$ cat src/common/can_buf_pkg.sv
package can_buf_pkg;
	// Register pages: address bits 7:4 pick a buffer, 3:0 its byte
	localparam logic [3:0] PAGE_TX2    = 4'h2;
	localparam logic [3:0] PAGE_RX0    = 4'h3;
	localparam logic [3:0] PAGE_RX1    = 4'h4;
	localparam logic [7:0] A_FILT      = 8'h50;
	localparam logic [7:0] A_MASK      = 8'h68;
	localparam logic [7:0] A_CTRL      = 8'h70;
	localparam logic [7:0] A_STAT      = 8'h71;
	localparam logic [7:0] A_CAP_BIT   = 8'h72;
	localparam logic [7:0] A_CAP_STATE = 8'h73;
	localparam logic [7:0] A_CAP_CNT   = 8'h74;
	localparam logic [7:0] A_IFLAG     = 8'h75;
	localparam logic [7:0] A_IEN       = 8'h76;
	// Buffer layout: byte 0 control, then id, length and data
	localparam logic [3:0] BUF_BYTES = 4'he;
	localparam logic [3:0] MAB_BYTES = 4'hd;
	localparam int B_SIDL = 2;
	localparam int B_DLC  = 5;
	// Control byte fields
	localparam int TXC_ABT  = 6;
	localparam int TXC_LARB = 5;
	localparam int TXC_ERR  = 4;
	localparam int TXC_REQ  = 3;
	localparam logic [7:0] TXC_WMASK = 8'h0f;
	localparam logic [7:0] RX0_WMASK = 8'h64;
	localparam logic [7:0] RX1_WMASK = 8'h60;
	localparam int RXC_RTR  = 3;
	localparam int RX0_ROLL = 2;
	localparam int SIDL_EXT = 3;
	localparam int DLC_RTR  = 6;
	localparam int CTRL_ABORT_ALL_REQUEST = 4;
	// Flag register bits; transmit buffer n sits at F_TX0 + n
	localparam int F_RX0    = 0;
	localparam int F_RX1    = 1;
	localparam int F_TX0    = 2;
	localparam int F_BUSERR = 5;
	localparam int F_OVF    = 6;
	// Modes
	localparam logic [2:0] MODE_NORMAL = 3'h0;
	localparam logic [2:0] MODE_LOOP   = 3'h2;
	localparam logic [2:0] MODE_CONFIG = 3'h4;
	localparam logic [7:0] CTRL_RESET  = 8'h80;
	localparam logic [1:0] RXM_STD = 2'h1;
	localparam logic [1:0] RXM_EXT = 2'h2;
	localparam logic [1:0] RXM_ANY = 2'h3;
	typedef enum logic [2:0] {
		ST_IDLE = 3'b001,
		ST_SEND = 3'b010,
		ST_LOOP = 3'b100
	} tx_state_t;
endpackage

$ cat src/rtl/can_msg_buffers.sv
// Decided for this implementation: the strobed register port and the address map.
`timescale 1ns/1ps
module can_msg_buffers (
	input  wire logic       mclk,
	input  wire logic       reset,
	input  wire logic [7:0] reg_addr,
	input  wire logic [7:0] reg_wdata,
	input  wire logic       reg_wr,
	input  wire logic       reg_rd,
	output logic      [7:0] reg_rdata,
	input  wire logic       bus_idle,
	input  wire logic       eng_tx_bit,
	input  wire logic       tx_ok,
	input  wire logic       tx_lost,
	input  wire logic       tx_err,
	input  wire logic [3:0] tx_byte_idx,
	output logic      [7:0] tx_byte,
	output logic      [1:0] tx_sel,
	output logic            tx_go,
	input  wire logic       mab_we,
	input  wire logic [3:0] mab_idx,
	input  wire logic [7:0] mab_wdata,
	input  wire logic       mab_done,
	input  wire logic       mab_error,
	input  wire logic       err_sample_bit,
	input  wire logic [7:0] err_state_vec,
	input  wire logic [7:0] protocol_bit_counter,
	output logic            bus_transmit_pin,
	output logic            tx_pin_port_mode,
	output logic            silent,
	output logic            irq
);

	////////////////////////////////////////////////////////////////
	// Storage and state

	logic [7:0] tx_mem [0:2][0:13];
	logic [7:0] rx_mem [0:1][0:13];
	logic [7:0] message_assembly_buffer [0:12];
	logic [31:0] filt [0:5];
	logic [31:0] mask [0:1];
	logic [7:0] ctrl;
	logic [2:0] operating_mode_status;
	logic [1:0] ovfl;
	logic [7:0] iflag;
	logic [7:0] ien;
	logic [7:0] cap_bit;
	logic [7:0] cap_state;
	logic [7:0] cap_cnt;
	logic [2:0] abort_pend;
	logic       loop_done;
	can_buf_pkg::tx_state_t state;

	////////////////////////////////////////////////////////////////
	// Functions

	// Masked identifier compare plus frame format gate
	function automatic logic accept(input logic [31:0] f, input logic [31:0] m,
		input logic [31:0] id, input logic [1:0] receive_mode_field);
		logic ext;
		logic fext;
		logic fmt;
		logic [31:0] diff;
		ext  = id[16 + can_buf_pkg::SIDL_EXT];
		fext = f[16 + can_buf_pkg::SIDL_EXT];
		diff = (id ^ f) & m;
		if (receive_mode_field == can_buf_pkg::RXM_STD)
			fmt = !ext && !fext;
		else if (receive_mode_field == can_buf_pkg::RXM_EXT)
			fmt = ext && fext;
		else
			fmt = ext == fext;
		accept = (receive_mode_field == can_buf_pkg::RXM_ANY) ||
			(fmt && diff[31:21] == 11'h000 && (!ext || diff[17:0] == 18'h00000));
	endfunction

	// Highest priority queued buffer; >= hands ties to the higher number
	function automatic logic [1:0] pick(input logic [2:0] req, input logic [5:0] pr);
		logic [1:0] best;
		logic [1:0] bp;
		best = 2'h0;
		bp   = 2'h0;
		for (int i = 0; i < 3; i++) begin
			if (req[i] && (!req[best] || pr[2*i +: 2] >= bp)) begin
				best = 2'(i);
				bp   = pr[2*i +: 2];
			end
		end
		pick = best;
	endfunction

	////////////////////////////////////////////////////////////////
	// Register decode

	wire [3:0] page     = reg_addr[7:4];
	wire [3:0] bidx     = reg_addr[3:0];
	wire       cfg      = operating_mode_status == can_buf_pkg::MODE_CONFIG;
	wire       is_tx    = page <= can_buf_pkg::PAGE_TX2 && bidx < can_buf_pkg::BUF_BYTES;
	wire       is_rx0   = page == can_buf_pkg::PAGE_RX0 && bidx < can_buf_pkg::BUF_BYTES;
	wire       is_rx1   = page == can_buf_pkg::PAGE_RX1 && bidx < can_buf_pkg::BUF_BYTES;
	wire       is_filt  = reg_addr >= can_buf_pkg::A_FILT && reg_addr < can_buf_pkg::A_MASK;
	wire       is_mask  = reg_addr >= can_buf_pkg::A_MASK && reg_addr < can_buf_pkg::A_CTRL;
	wire [7:0] foff     = reg_addr - can_buf_pkg::A_FILT;
	wire [7:0] moff     = reg_addr - can_buf_pkg::A_MASK;
	wire [1:0] tpage    = page[1:0];
	wire       in_loop  = operating_mode_status == can_buf_pkg::MODE_LOOP;
	wire [2:0] req_vec  = {tx_mem[2][0][can_buf_pkg::TXC_REQ],
		tx_mem[1][0][can_buf_pkg::TXC_REQ], tx_mem[0][0][can_buf_pkg::TXC_REQ]};
	wire [5:0] prio_vec = {tx_mem[2][0][1:0], tx_mem[1][0][1:0], tx_mem[0][0][1:0]};
	wire       abort_all = reg_wr && reg_addr == can_buf_pkg::A_CTRL
		&& reg_wdata[can_buf_pkg::CTRL_ABORT_ALL_REQUEST];

	// Read mux; filters and masks read as zero outside configuration
	wire [7:0] next_rdata =
		is_tx ? tx_mem[tpage][bidx] :
		is_rx0 ? rx_mem[0][bidx] :
		is_rx1 ? rx_mem[1][bidx] :
		(is_filt && cfg) ? filt[foff[4:2]][8*(3-foff[1:0]) +: 8] :
		(is_mask && cfg) ? mask[moff[2]][8*(3-moff[1:0]) +: 8] :
		reg_addr == can_buf_pkg::A_CTRL ? ctrl :
		reg_addr == can_buf_pkg::A_STAT ? {operating_mode_status, 3'h0, ovfl} :
		reg_addr == can_buf_pkg::A_CAP_BIT ? cap_bit :
		reg_addr == can_buf_pkg::A_CAP_STATE ? cap_state :
		reg_addr == can_buf_pkg::A_CAP_CNT ? cap_cnt :
		reg_addr == can_buf_pkg::A_IFLAG ? iflag :
		reg_addr == can_buf_pkg::A_IEN ? ien : 8'h00;

	////////////////////////////////////////////////////////////////
	// Transmit scheduling

	wire busy   = state != can_buf_pkg::ST_IDLE;
	wire can_tx = operating_mode_status == can_buf_pkg::MODE_NORMAL || in_loop;
	wire launch = state == can_buf_pkg::ST_IDLE && can_tx && |req_vec
		&& (bus_idle || in_loop);
	wire in_send = state == can_buf_pkg::ST_SEND;
	// Loopback ignores the acknowledge slot, so its frame always succeeds
	wire ev_ok   = (in_send && tx_ok) || state == can_buf_pkg::ST_LOOP;
	wire ev_lost = in_send && tx_lost;
	wire ev_err  = in_send && tx_err && !tx_ok;

	// Buffer choice is frozen at start of frame
	always_ff @(posedge mclk) begin
		if (reset) begin
			state  <= can_buf_pkg::ST_IDLE;
			tx_sel <= 2'h0;
			tx_go  <= 1'b0;
		end else begin
			tx_go <= 1'b0;
			case (state)
				can_buf_pkg::ST_IDLE: begin
					if (launch) begin
						tx_sel <= pick(req_vec, prio_vec);
						tx_go  <= !in_loop;
						state  <= in_loop ? can_buf_pkg::ST_LOOP : can_buf_pkg::ST_SEND;
					end
				end
				can_buf_pkg::ST_SEND: begin
					if (tx_ok || tx_lost || tx_err)
						state <= can_buf_pkg::ST_IDLE;
				end
				default: state <= can_buf_pkg::ST_IDLE;
			endcase
		end
	end

	// Transmit buffers; completion events are written last so they win
	always_ff @(posedge mclk) begin
		if (reset) begin
			for (int n = 0; n < 3; n++)
				for (int b = 0; b < 14; b++)
					tx_mem[n][b] <= 8'h00;
			abort_pend <= 3'h0;
		end else begin
			if (reg_wr && is_tx && bidx == 4'h0) begin
				tx_mem[tpage][0][3:0] <= reg_wdata[3:0];
				// Every write of a set request clears the old outcome, even a repeat
				if (reg_wdata[can_buf_pkg::TXC_REQ]) begin
					tx_mem[tpage][0][can_buf_pkg::TXC_ABT]  <= 1'b0;
					tx_mem[tpage][0][can_buf_pkg::TXC_LARB] <= 1'b0;
					tx_mem[tpage][0][can_buf_pkg::TXC_ERR]  <= 1'b0;
				end else if (!reg_wdata[can_buf_pkg::TXC_REQ] && req_vec[tpage]) begin
					if (busy && tx_sel == tpage)
						abort_pend[tpage] <= 1'b1;
					else
						tx_mem[tpage][0][can_buf_pkg::TXC_ABT] <= 1'b1;
				end
			end else if (reg_wr && is_tx && !req_vec[tpage]) begin
				tx_mem[tpage][bidx] <= reg_wdata;
			end
			for (int n = 0; n < 3; n++) begin
				if (abort_all && req_vec[n]) begin
					tx_mem[n][0][can_buf_pkg::TXC_REQ] <= 1'b0;
					if (busy && tx_sel == 2'(n))
						abort_pend[n] <= 1'b1;
					else
						tx_mem[n][0][can_buf_pkg::TXC_ABT] <= 1'b1;
				end
			end
			if (ev_ok) begin
				tx_mem[tx_sel][0][can_buf_pkg::TXC_REQ] <= 1'b0;
				tx_mem[tx_sel][0][can_buf_pkg::TXC_ABT] <= 1'b0;
				abort_pend[tx_sel] <= 1'b0;
			end else if (ev_lost || ev_err) begin
				if (ev_lost)
					tx_mem[tx_sel][0][can_buf_pkg::TXC_LARB] <= 1'b1;
				else
					tx_mem[tx_sel][0][can_buf_pkg::TXC_ERR] <= 1'b1;
				if (abort_pend[tx_sel]) begin
					tx_mem[tx_sel][0][can_buf_pkg::TXC_ABT] <= 1'b1;
					tx_mem[tx_sel][0][can_buf_pkg::TXC_REQ] <= 1'b0;
				end
				abort_pend[tx_sel] <= 1'b0;
			end
		end
	end

	////////////////////////////////////////////////////////////////
	// Assembly buffer and acceptance

	wire [31:0] mab_id = {message_assembly_buffer[0], message_assembly_buffer[1], message_assembly_buffer[2], message_assembly_buffer[3]};
	wire [1:0]  rxm0   = rx_mem[0][0][6:5];
	wire [1:0]  rxm1   = rx_mem[1][0][6:5];
	wire        full0  = iflag[can_buf_pkg::F_RX0];
	wire        full1  = iflag[can_buf_pkg::F_RX1];
	wire        roll_en = rx_mem[0][0][can_buf_pkg::RX0_ROLL];
	wire [5:0]  hit;

	// Filters 0 and 1 use mask 0 for buffer zero; 2 to 5 use mask 1
	for (genvar i = 0; i < 6; i++) begin : g_hit
		assign hit[i] = accept(filt[i], mask[i < 2 ? 0 : 1], mab_id,
			i < 2 ? rxm0 : rxm1);
	end

	wire       msg_in = mab_done || loop_done;
	wire       en0    = msg_in ? (hit[0] || hit[1]) : (mab_error && rxm0 == can_buf_pkg::RXM_ANY);
	wire       en1    = msg_in ? |hit[5:2] : (mab_error && rxm1 == can_buf_pkg::RXM_ANY);
	wire       to0    = en0 && !full0;
	wire       roll   = en0 && full0 && roll_en && !full1;
	wire       to1    = roll || (!en0 && en1 && !full1);
	wire       ovf0   = en0 && full0 && !roll_en;
	wire       ovf1   = (en0 && full0 && roll_en && full1) || (!en0 && en1 && full1);
	// Lowest numbered match is reported
	wire [2:0] hit0   = hit[0] ? 3'h0 : 3'h1;
	wire [2:0] hit1   = roll ? hit0 : hit[2] ? 3'h2 : hit[3] ? 3'h3 : hit[4] ? 3'h4 : 3'h5;
	wire       rtr    = message_assembly_buffer[can_buf_pkg::B_DLC - 1][can_buf_pkg::DLC_RTR];

	// The assembly buffer takes every frame; loopback fills it from the sent buffer
	always_ff @(posedge mclk) begin
		if (reset) begin
			for (int b = 0; b < 13; b++)
				message_assembly_buffer[b] <= 8'h00;
			loop_done <= 1'b0;
		end else begin
			loop_done <= state == can_buf_pkg::ST_LOOP;
			if (state == can_buf_pkg::ST_LOOP) begin
				for (int b = 0; b < 13; b++)
					message_assembly_buffer[b] <= tx_mem[tx_sel][b + 1];
			end else if (mab_we && mab_idx < can_buf_pkg::MAB_BYTES) begin
				message_assembly_buffer[mab_idx] <= mab_wdata;
			end
		end
	end

	// Receive buffers: whole copy, control low bits hold hit and remote flag
	always_ff @(posedge mclk) begin
		if (reset) begin
			for (int n = 0; n < 2; n++)
				for (int b = 0; b < 14; b++)
					rx_mem[n][b] <= 8'h00;
		end else begin
			if (reg_wr && is_rx0 && bidx == 4'h0)
				rx_mem[0][0] <= (rx_mem[0][0] & ~can_buf_pkg::RX0_WMASK)
					| (reg_wdata & can_buf_pkg::RX0_WMASK);
			if (reg_wr && is_rx1 && bidx == 4'h0)
				rx_mem[1][0] <= (rx_mem[1][0] & ~can_buf_pkg::RX1_WMASK)
					| (reg_wdata & can_buf_pkg::RX1_WMASK);
			if (to0) begin
				for (int b = 0; b < 13; b++)
					rx_mem[0][b + 1] <= message_assembly_buffer[b];
				rx_mem[0][0][can_buf_pkg::RXC_RTR] <= rtr;
				rx_mem[0][0][0] <= hit0[0];
			end
			if (to1) begin
				for (int b = 0; b < 13; b++)
					rx_mem[1][b + 1] <= message_assembly_buffer[b];
				rx_mem[1][0][can_buf_pkg::RXC_RTR] <= rtr;
				rx_mem[1][0][2:0] <= hit1;
			end
		end
	end

	// Error snapshot for the debug receive mode
	always_ff @(posedge mclk) begin
		if (reset) begin
			cap_bit   <= 8'h00;
			cap_state <= 8'h00;
			cap_cnt   <= 8'h00;
		end else if (mab_error && (rxm0 == can_buf_pkg::RXM_ANY
			|| rxm1 == can_buf_pkg::RXM_ANY)) begin
			cap_bit   <= {7'h00, err_sample_bit};
			cap_state <= err_state_vec;
			cap_cnt   <= protocol_bit_counter;
		end
	end

	////////////////////////////////////////////////////////////////
	// Filters, masks, control

	// Acceptance setup only changes in configuration mode
	always_ff @(posedge mclk) begin
		if (reset) begin
			for (int i = 0; i < 6; i++)
				filt[i] <= 32'h0;
			mask <= '{32'h0, 32'h0};
		end else if (reg_wr && cfg) begin
			if (is_filt)
				filt[foff[4:2]][8*(3-foff[1:0]) +: 8] <= reg_wdata;
			if (is_mask)
				mask[moff[2]][8*(3-moff[1:0]) +: 8] <= reg_wdata;
		end
	end

	// Abort-all is acted on at once and never stored
	always_ff @(posedge mclk) begin
		if (reset) begin
			ctrl   <= can_buf_pkg::CTRL_RESET;
			operating_mode_status <= can_buf_pkg::MODE_CONFIG;
			ien    <= 8'h00;
		end else begin
			if (reg_wr && reg_addr == can_buf_pkg::A_CTRL)
				ctrl <= reg_wdata & ~(8'h01 << can_buf_pkg::CTRL_ABORT_ALL_REQUEST);
			if (reg_wr && reg_addr == can_buf_pkg::A_IEN)
				ien <= reg_wdata;
			if (!busy && !launch)
				operating_mode_status <= ctrl[7:5];
		end
	end

	// Sticky flags: a write of 0 clears a bit, a new event in the same cycle wins
	always_ff @(posedge mclk) begin
		if (reset) begin
			iflag <= 8'h00;
			ovfl  <= 2'h0;
		end else begin
			iflag <= ((reg_wr && reg_addr == can_buf_pkg::A_IFLAG) ? (iflag & reg_wdata) : iflag)
				| (8'(to0) << can_buf_pkg::F_RX0)
				| (8'(to1) << can_buf_pkg::F_RX1)
				| (8'(ev_ok) << (can_buf_pkg::F_TX0 + 32'(tx_sel)))
				| (8'(ev_err) << can_buf_pkg::F_BUSERR)
				| (8'(ovf0 || ovf1) << can_buf_pkg::F_OVF);
			ovfl <= ((reg_wr && reg_addr == can_buf_pkg::A_STAT) ? (ovfl & reg_wdata[1:0]) : ovfl)
				| {ovf1, ovf0};
		end
	end

	////////////////////////////////////////////////////////////////
	// Outputs, all registered

	always_ff @(posedge mclk) begin
		if (reset) begin
			reg_rdata        <= 8'h00;
			tx_byte          <= 8'h00;
			bus_transmit_pin <= 1'b1;
			tx_pin_port_mode <= 1'b0;
			silent           <= 1'b0;
			irq              <= 1'b0;
		end else begin
			reg_rdata <= reg_rd ? next_rdata : 8'h00;
			tx_byte   <= tx_byte_idx < can_buf_pkg::BUF_BYTES ? tx_mem[tx_sel][tx_byte_idx] : 8'h00;
			// Recessive and handed to the port while looping back
			bus_transmit_pin <= in_loop ? 1'b1 : eng_tx_bit;
			tx_pin_port_mode <= in_loop;
			silent           <= in_loop;
			irq              <= |(iflag & ien);
		end
	end

endmodule

$ cat config.mk
export PLATFORM = sky130hd
export DESIGN_NAME = can_msg_buffers
export DESIGN_NICKNAME = d
export VERILOG_FILES = /design/src/common/can_buf_pkg.sv /design/src/rtl/can_msg_buffers.sv
export SDC_FILE = /design/constraint.sdc
export NUM_CORES = 2
export LEC_CHECK = 0
export BUFFER_PORTS_ARGS = -buffer_cell sky130_fd_sc_hd__buf_2
export CORE_MARGIN = 2
export CORE_UTILIZATION = 59
export CTS_BUF_LIST = sky130_fd_sc_hd__clkbuf_8
export DETAILED_ROUTE_END_ITERATION = 16
export PLACE_DENSITY_LB_ADDON = 0.15
export SLEW_MARGIN = 20
export SYNTH_ARGS = -nofsm -noshare
export SYNTH_HDL_FRONTEND = slang
export SYNTH_SLANG_ARGS = --single-unit
$ cat constraint.sdc
create_clock -name mclk -period 8.1 [get_ports mclk]
set_input_delay 0.81 -clock mclk [delete_from_list [all_inputs] [get_ports mclk]]
set_output_delay 0.81 -clock mclk [all_outputs]
set_load 0.02 [all_outputs]
==> results_dict.tcl <==
set metrics [dict create \
    min_path_type "input pin to flip-flop" \
    die_x_um 318 \
    numCtsBuffers 191 \
    hpwl_um 132000 \
    vdd_drop_max_mv 0.157 \
    synth_top_area_share_pct 52.1 \
    grt_pass1_vias 37200 \
    syn_area_mm2 0.0583 \
    finalCritPeriodShare_pct 61.6 \
    netlist_top_cells_count "edfxtp_1 (1011), and2_1 (522), nor2_1 (432), mux4_2 (394), nand2_1 (228)" \
    crit_fanout 86 \
    nNetsFinal 4572 \
    syn_avg_cell_area_um2 13.5 \
    slew-limit-headroom_pct 17.2 \
    fin_cells 5935 \
    port_buffers 83 \
    p_leak_nw 22.9 \
    netSwitchingFraction_pct 26.3 \
    core_mm2 0.0981 \
    max-cap-violations 0 \
    hold_violations 0 \
    rsz0062_at_grt "false" \
    fp.dieArea_mm2 0.101 \
    drt_iter0_drc 7049 \
    path_clk_slew_ps 60 \
    clockBufferDepth 3 \
    syn_to_final_growth_pct 8.97 \
    power_switching_mw 3.47 \
    netlist_instances 4313 \
    setup-tns-final_ps 0 \
    worst_slew_pin_slew_ps 1240 \
    yosysWarningCount 0 \
    intPower_mw 9.69 \
    dpl_cell_area_mm2 0.0601 \
    worstSetupPathType "flip-flop to flip-flop" \
    grt_use_total_pct 36.9 \
    grt_pass1_wl_um 266000 \
    antenna_found_initial 14 \
    final_area_mm2 0.0636 \
    cts_sinks 1166 \
    synth_edf_count 1011 \
    avgViaCountPerCell 6.71 \
    p_comb_share_pct 9.8 \
    clkPwrFrac_pct 36.0 \
    setup_viol 0 \
    skew_ps 45.1 \
    grt_start_max_net_pins 113 \
    cts_root_buffer "clkbuf_8" \
    yosysMostFrequentCell "edfxtp_1" \
    critPathRequiredTime_ps 8800 \
    synthArstFlopShare_pct 0 \
    vias 39800 \
    io_pins 84 \
    worst_setup_path_end_kind "flip-flop" \
    synth.area.top_cells "edfxtp_1 (52%), mux4_2 (15%), and2_1 (5.6%), dfxtp_1 (5.3%), nor2_1 (2.8%)" \
    die_y_um 318 \
    cts_resized 0 \
    powerDensity_mw_per_mm2 207 \
    ant_nets 0 \
    routed_wirelength_um 187000 \
    gp_congestion 1.03 \
    synth_cell_types 81 \
    drive_gt1_share_pct 18.7 \
    wl_per_cell_um 31.4 \
    ys.flop_type "edfxtp_1" \
    critPathLaunchType "flip-flop" \
    arrival_ps 5690 \
    status "finished clean" \
    yosysSeqAreaShare_pct 57.4 \
    core.rowCount 115 \
    overflow 0 \
    yosys.area.top_type "edfxtp_1" \
    p_seq_share_pct 54.2 \
    dp.cells 5584 \
    holdBufCountCts 0 \
    first_pass_iters 8 \
    period_minus_slack_ps 4990 \
    start_util_pct 59.4 \
    drc 0 \
    drv_slew 0 \
    cts_setup_buffers 0 \
    clock.fmax_mhz 200 \
    cts_tree "built" \
    ys_ff_latch 1166 \
    clock_latency_ps 890 \
    htree_levels 4 \
]
worst max-delay path: stages, from the launching register on:
cell and delay, ps:
edfxtp_1 670, xor2_1 260, a22oi_1 230, nand4_1 140
nor3_1 890, o221ai_1 440, a211oi_4 690, buf_4 740
a21oi_1 400, nor2b_1 250
sequential cells by signal, indices dropped and copies added (netlist names), named ones only:
register	cells
operating_mode_status	3
tx_byte	8
reg_rdata	8
message_assembly_buffer	104
ien	8
bus_transmit_pin	1
mask	64
tx_mem	448
state	3
silent	1
rx_mem	218
iflag	8
ovfl	2
abort_pend	3
tx_sel	2
cap_cnt	8
cap_bit	1
tx_go	1
ctrl	7
filt	256
irq	1
loop_done	1
cap_state	8
through the flow:
stage / util [%] / total power, mW / setup WS [ps] / hold slack (ps)
after floorplan: - / 7.96 / 494 / 431
after global placement: 61.3 / 8.47 / 2890 / 439
after detailed placement: 61.3 / 8.49 / 2820 / 447
after CTS: 64.8 / 13.1 / 3330 / 61.6
final: 64.8 / 13.2 / 3110 / 124
after global routing: 64.8 / 13.5 / 2970 / 110
power groups by stage:
stage                     Sequential (mW)  Clock [mW]  Combinational [mW]
after global routing                 7.15        5.02                1.34
after floorplan                      7.12           0               0.832
after detailed placement             7.24           0                1.25
after CTS                            7.12        4.76                1.25
after global placement               7.23           0                1.24
final                                7.13        4.74                1.29
layout by cell type, fill, tap and decap left out, types with 78 or more instances in the layout:
| master | synthesis | routed |
|---|---|---|
| a21oi_1 | 168 | 168 |
| dfxtp_1 | 155 | 153 |
| nand2_1 | 228 | 228 |
| edfxtp_1 | 1011 | 1011 |
| a22o_1 | 94 | 94 |
| a22oi_1 | 78 | 78 |
| conb_1 | 1 | 175 |
| nor2_1 | 432 | 432 |
| mux4_2 | 394 | 394 |
| clkbuf_8 | 0 | 198 |
| xor2_1 | 174 | 174 |
| inv_1 | 55 | 116 |
| o21ai_0 | 93 | 87 |
| and2_1 | 522 | 522 |
worst paths after layout:
| path | slack, ps | to | startpoint | cells past startpoint |
|---|---|---|---|---|
| hold reg to reg | 460 | cap_bit[0]$_SDFFE_PP0P_ | cap_bit[0]$_SDFFE_PP0P_ | 2 |
| hold / removal | 120 | bus_transmit_pin$_SDFF_PP1_ | eng_tx_bit | 2 |
| setup / recovery | 3110 | rx_mem[0][98]$_SDFFCE_PN0P_ | message_assembly_buffer[3][2]$_DFFE_PP_ | 9 |
| setup reg to reg | 3110 | rx_mem[0][98]$_SDFFCE_PN0P_ | message_assembly_buffer[3][2]$_DFFE_PP_ | 9 |
cell families (layout without fill, tap and decap cells):
group | count (synthesis) | in the layout | share of synthesized area, %
multiplexers | 476 | 476 | 16.6
other | 1 | 179 | 0.00643
XOR/XNOR | 177 | 177 | 2.66
buffers and inverters | 392 | 549 | 2.93
flip-flops | 1166 | 1166 | 57.4
AO/OA/AOI/OAI | 582 | 582 | 6.74
AND/OR/NAND/NOR | 1498 | 1498 | 13.2
adder cells (fa/ha/maj) | 21 | 21 | 0.451
metal layers:
| metal | track usage, % | part of all wire [%] | up-vias |
|---|---|---|---|
| met5 | 0 | 0.037 | - |
| met4 | 12.3 | 3.7 | 12 |
| met3 | 14.1 | 16 | 484 |
| met2 | 51.6 | 42 | 3111 |
| met1 | 53.3 | 38 | 19800 |
| li1 | - | - | 16400 |
cell type report:
type / count / area, µm²
fillers: 7355 / 34600
flip-flops and latches: 1166 / 33500
multi-input cells: 2929 / 23900
clock buffers: 196 / 2700
well taps: 1287 / 1610
repair buffers: 145 / 960
clock inverters: 151 / 724
inverters: 57 / 215
diodes: 4 / 10.0
Note: power is estimated with default switching activity, not from simulation.
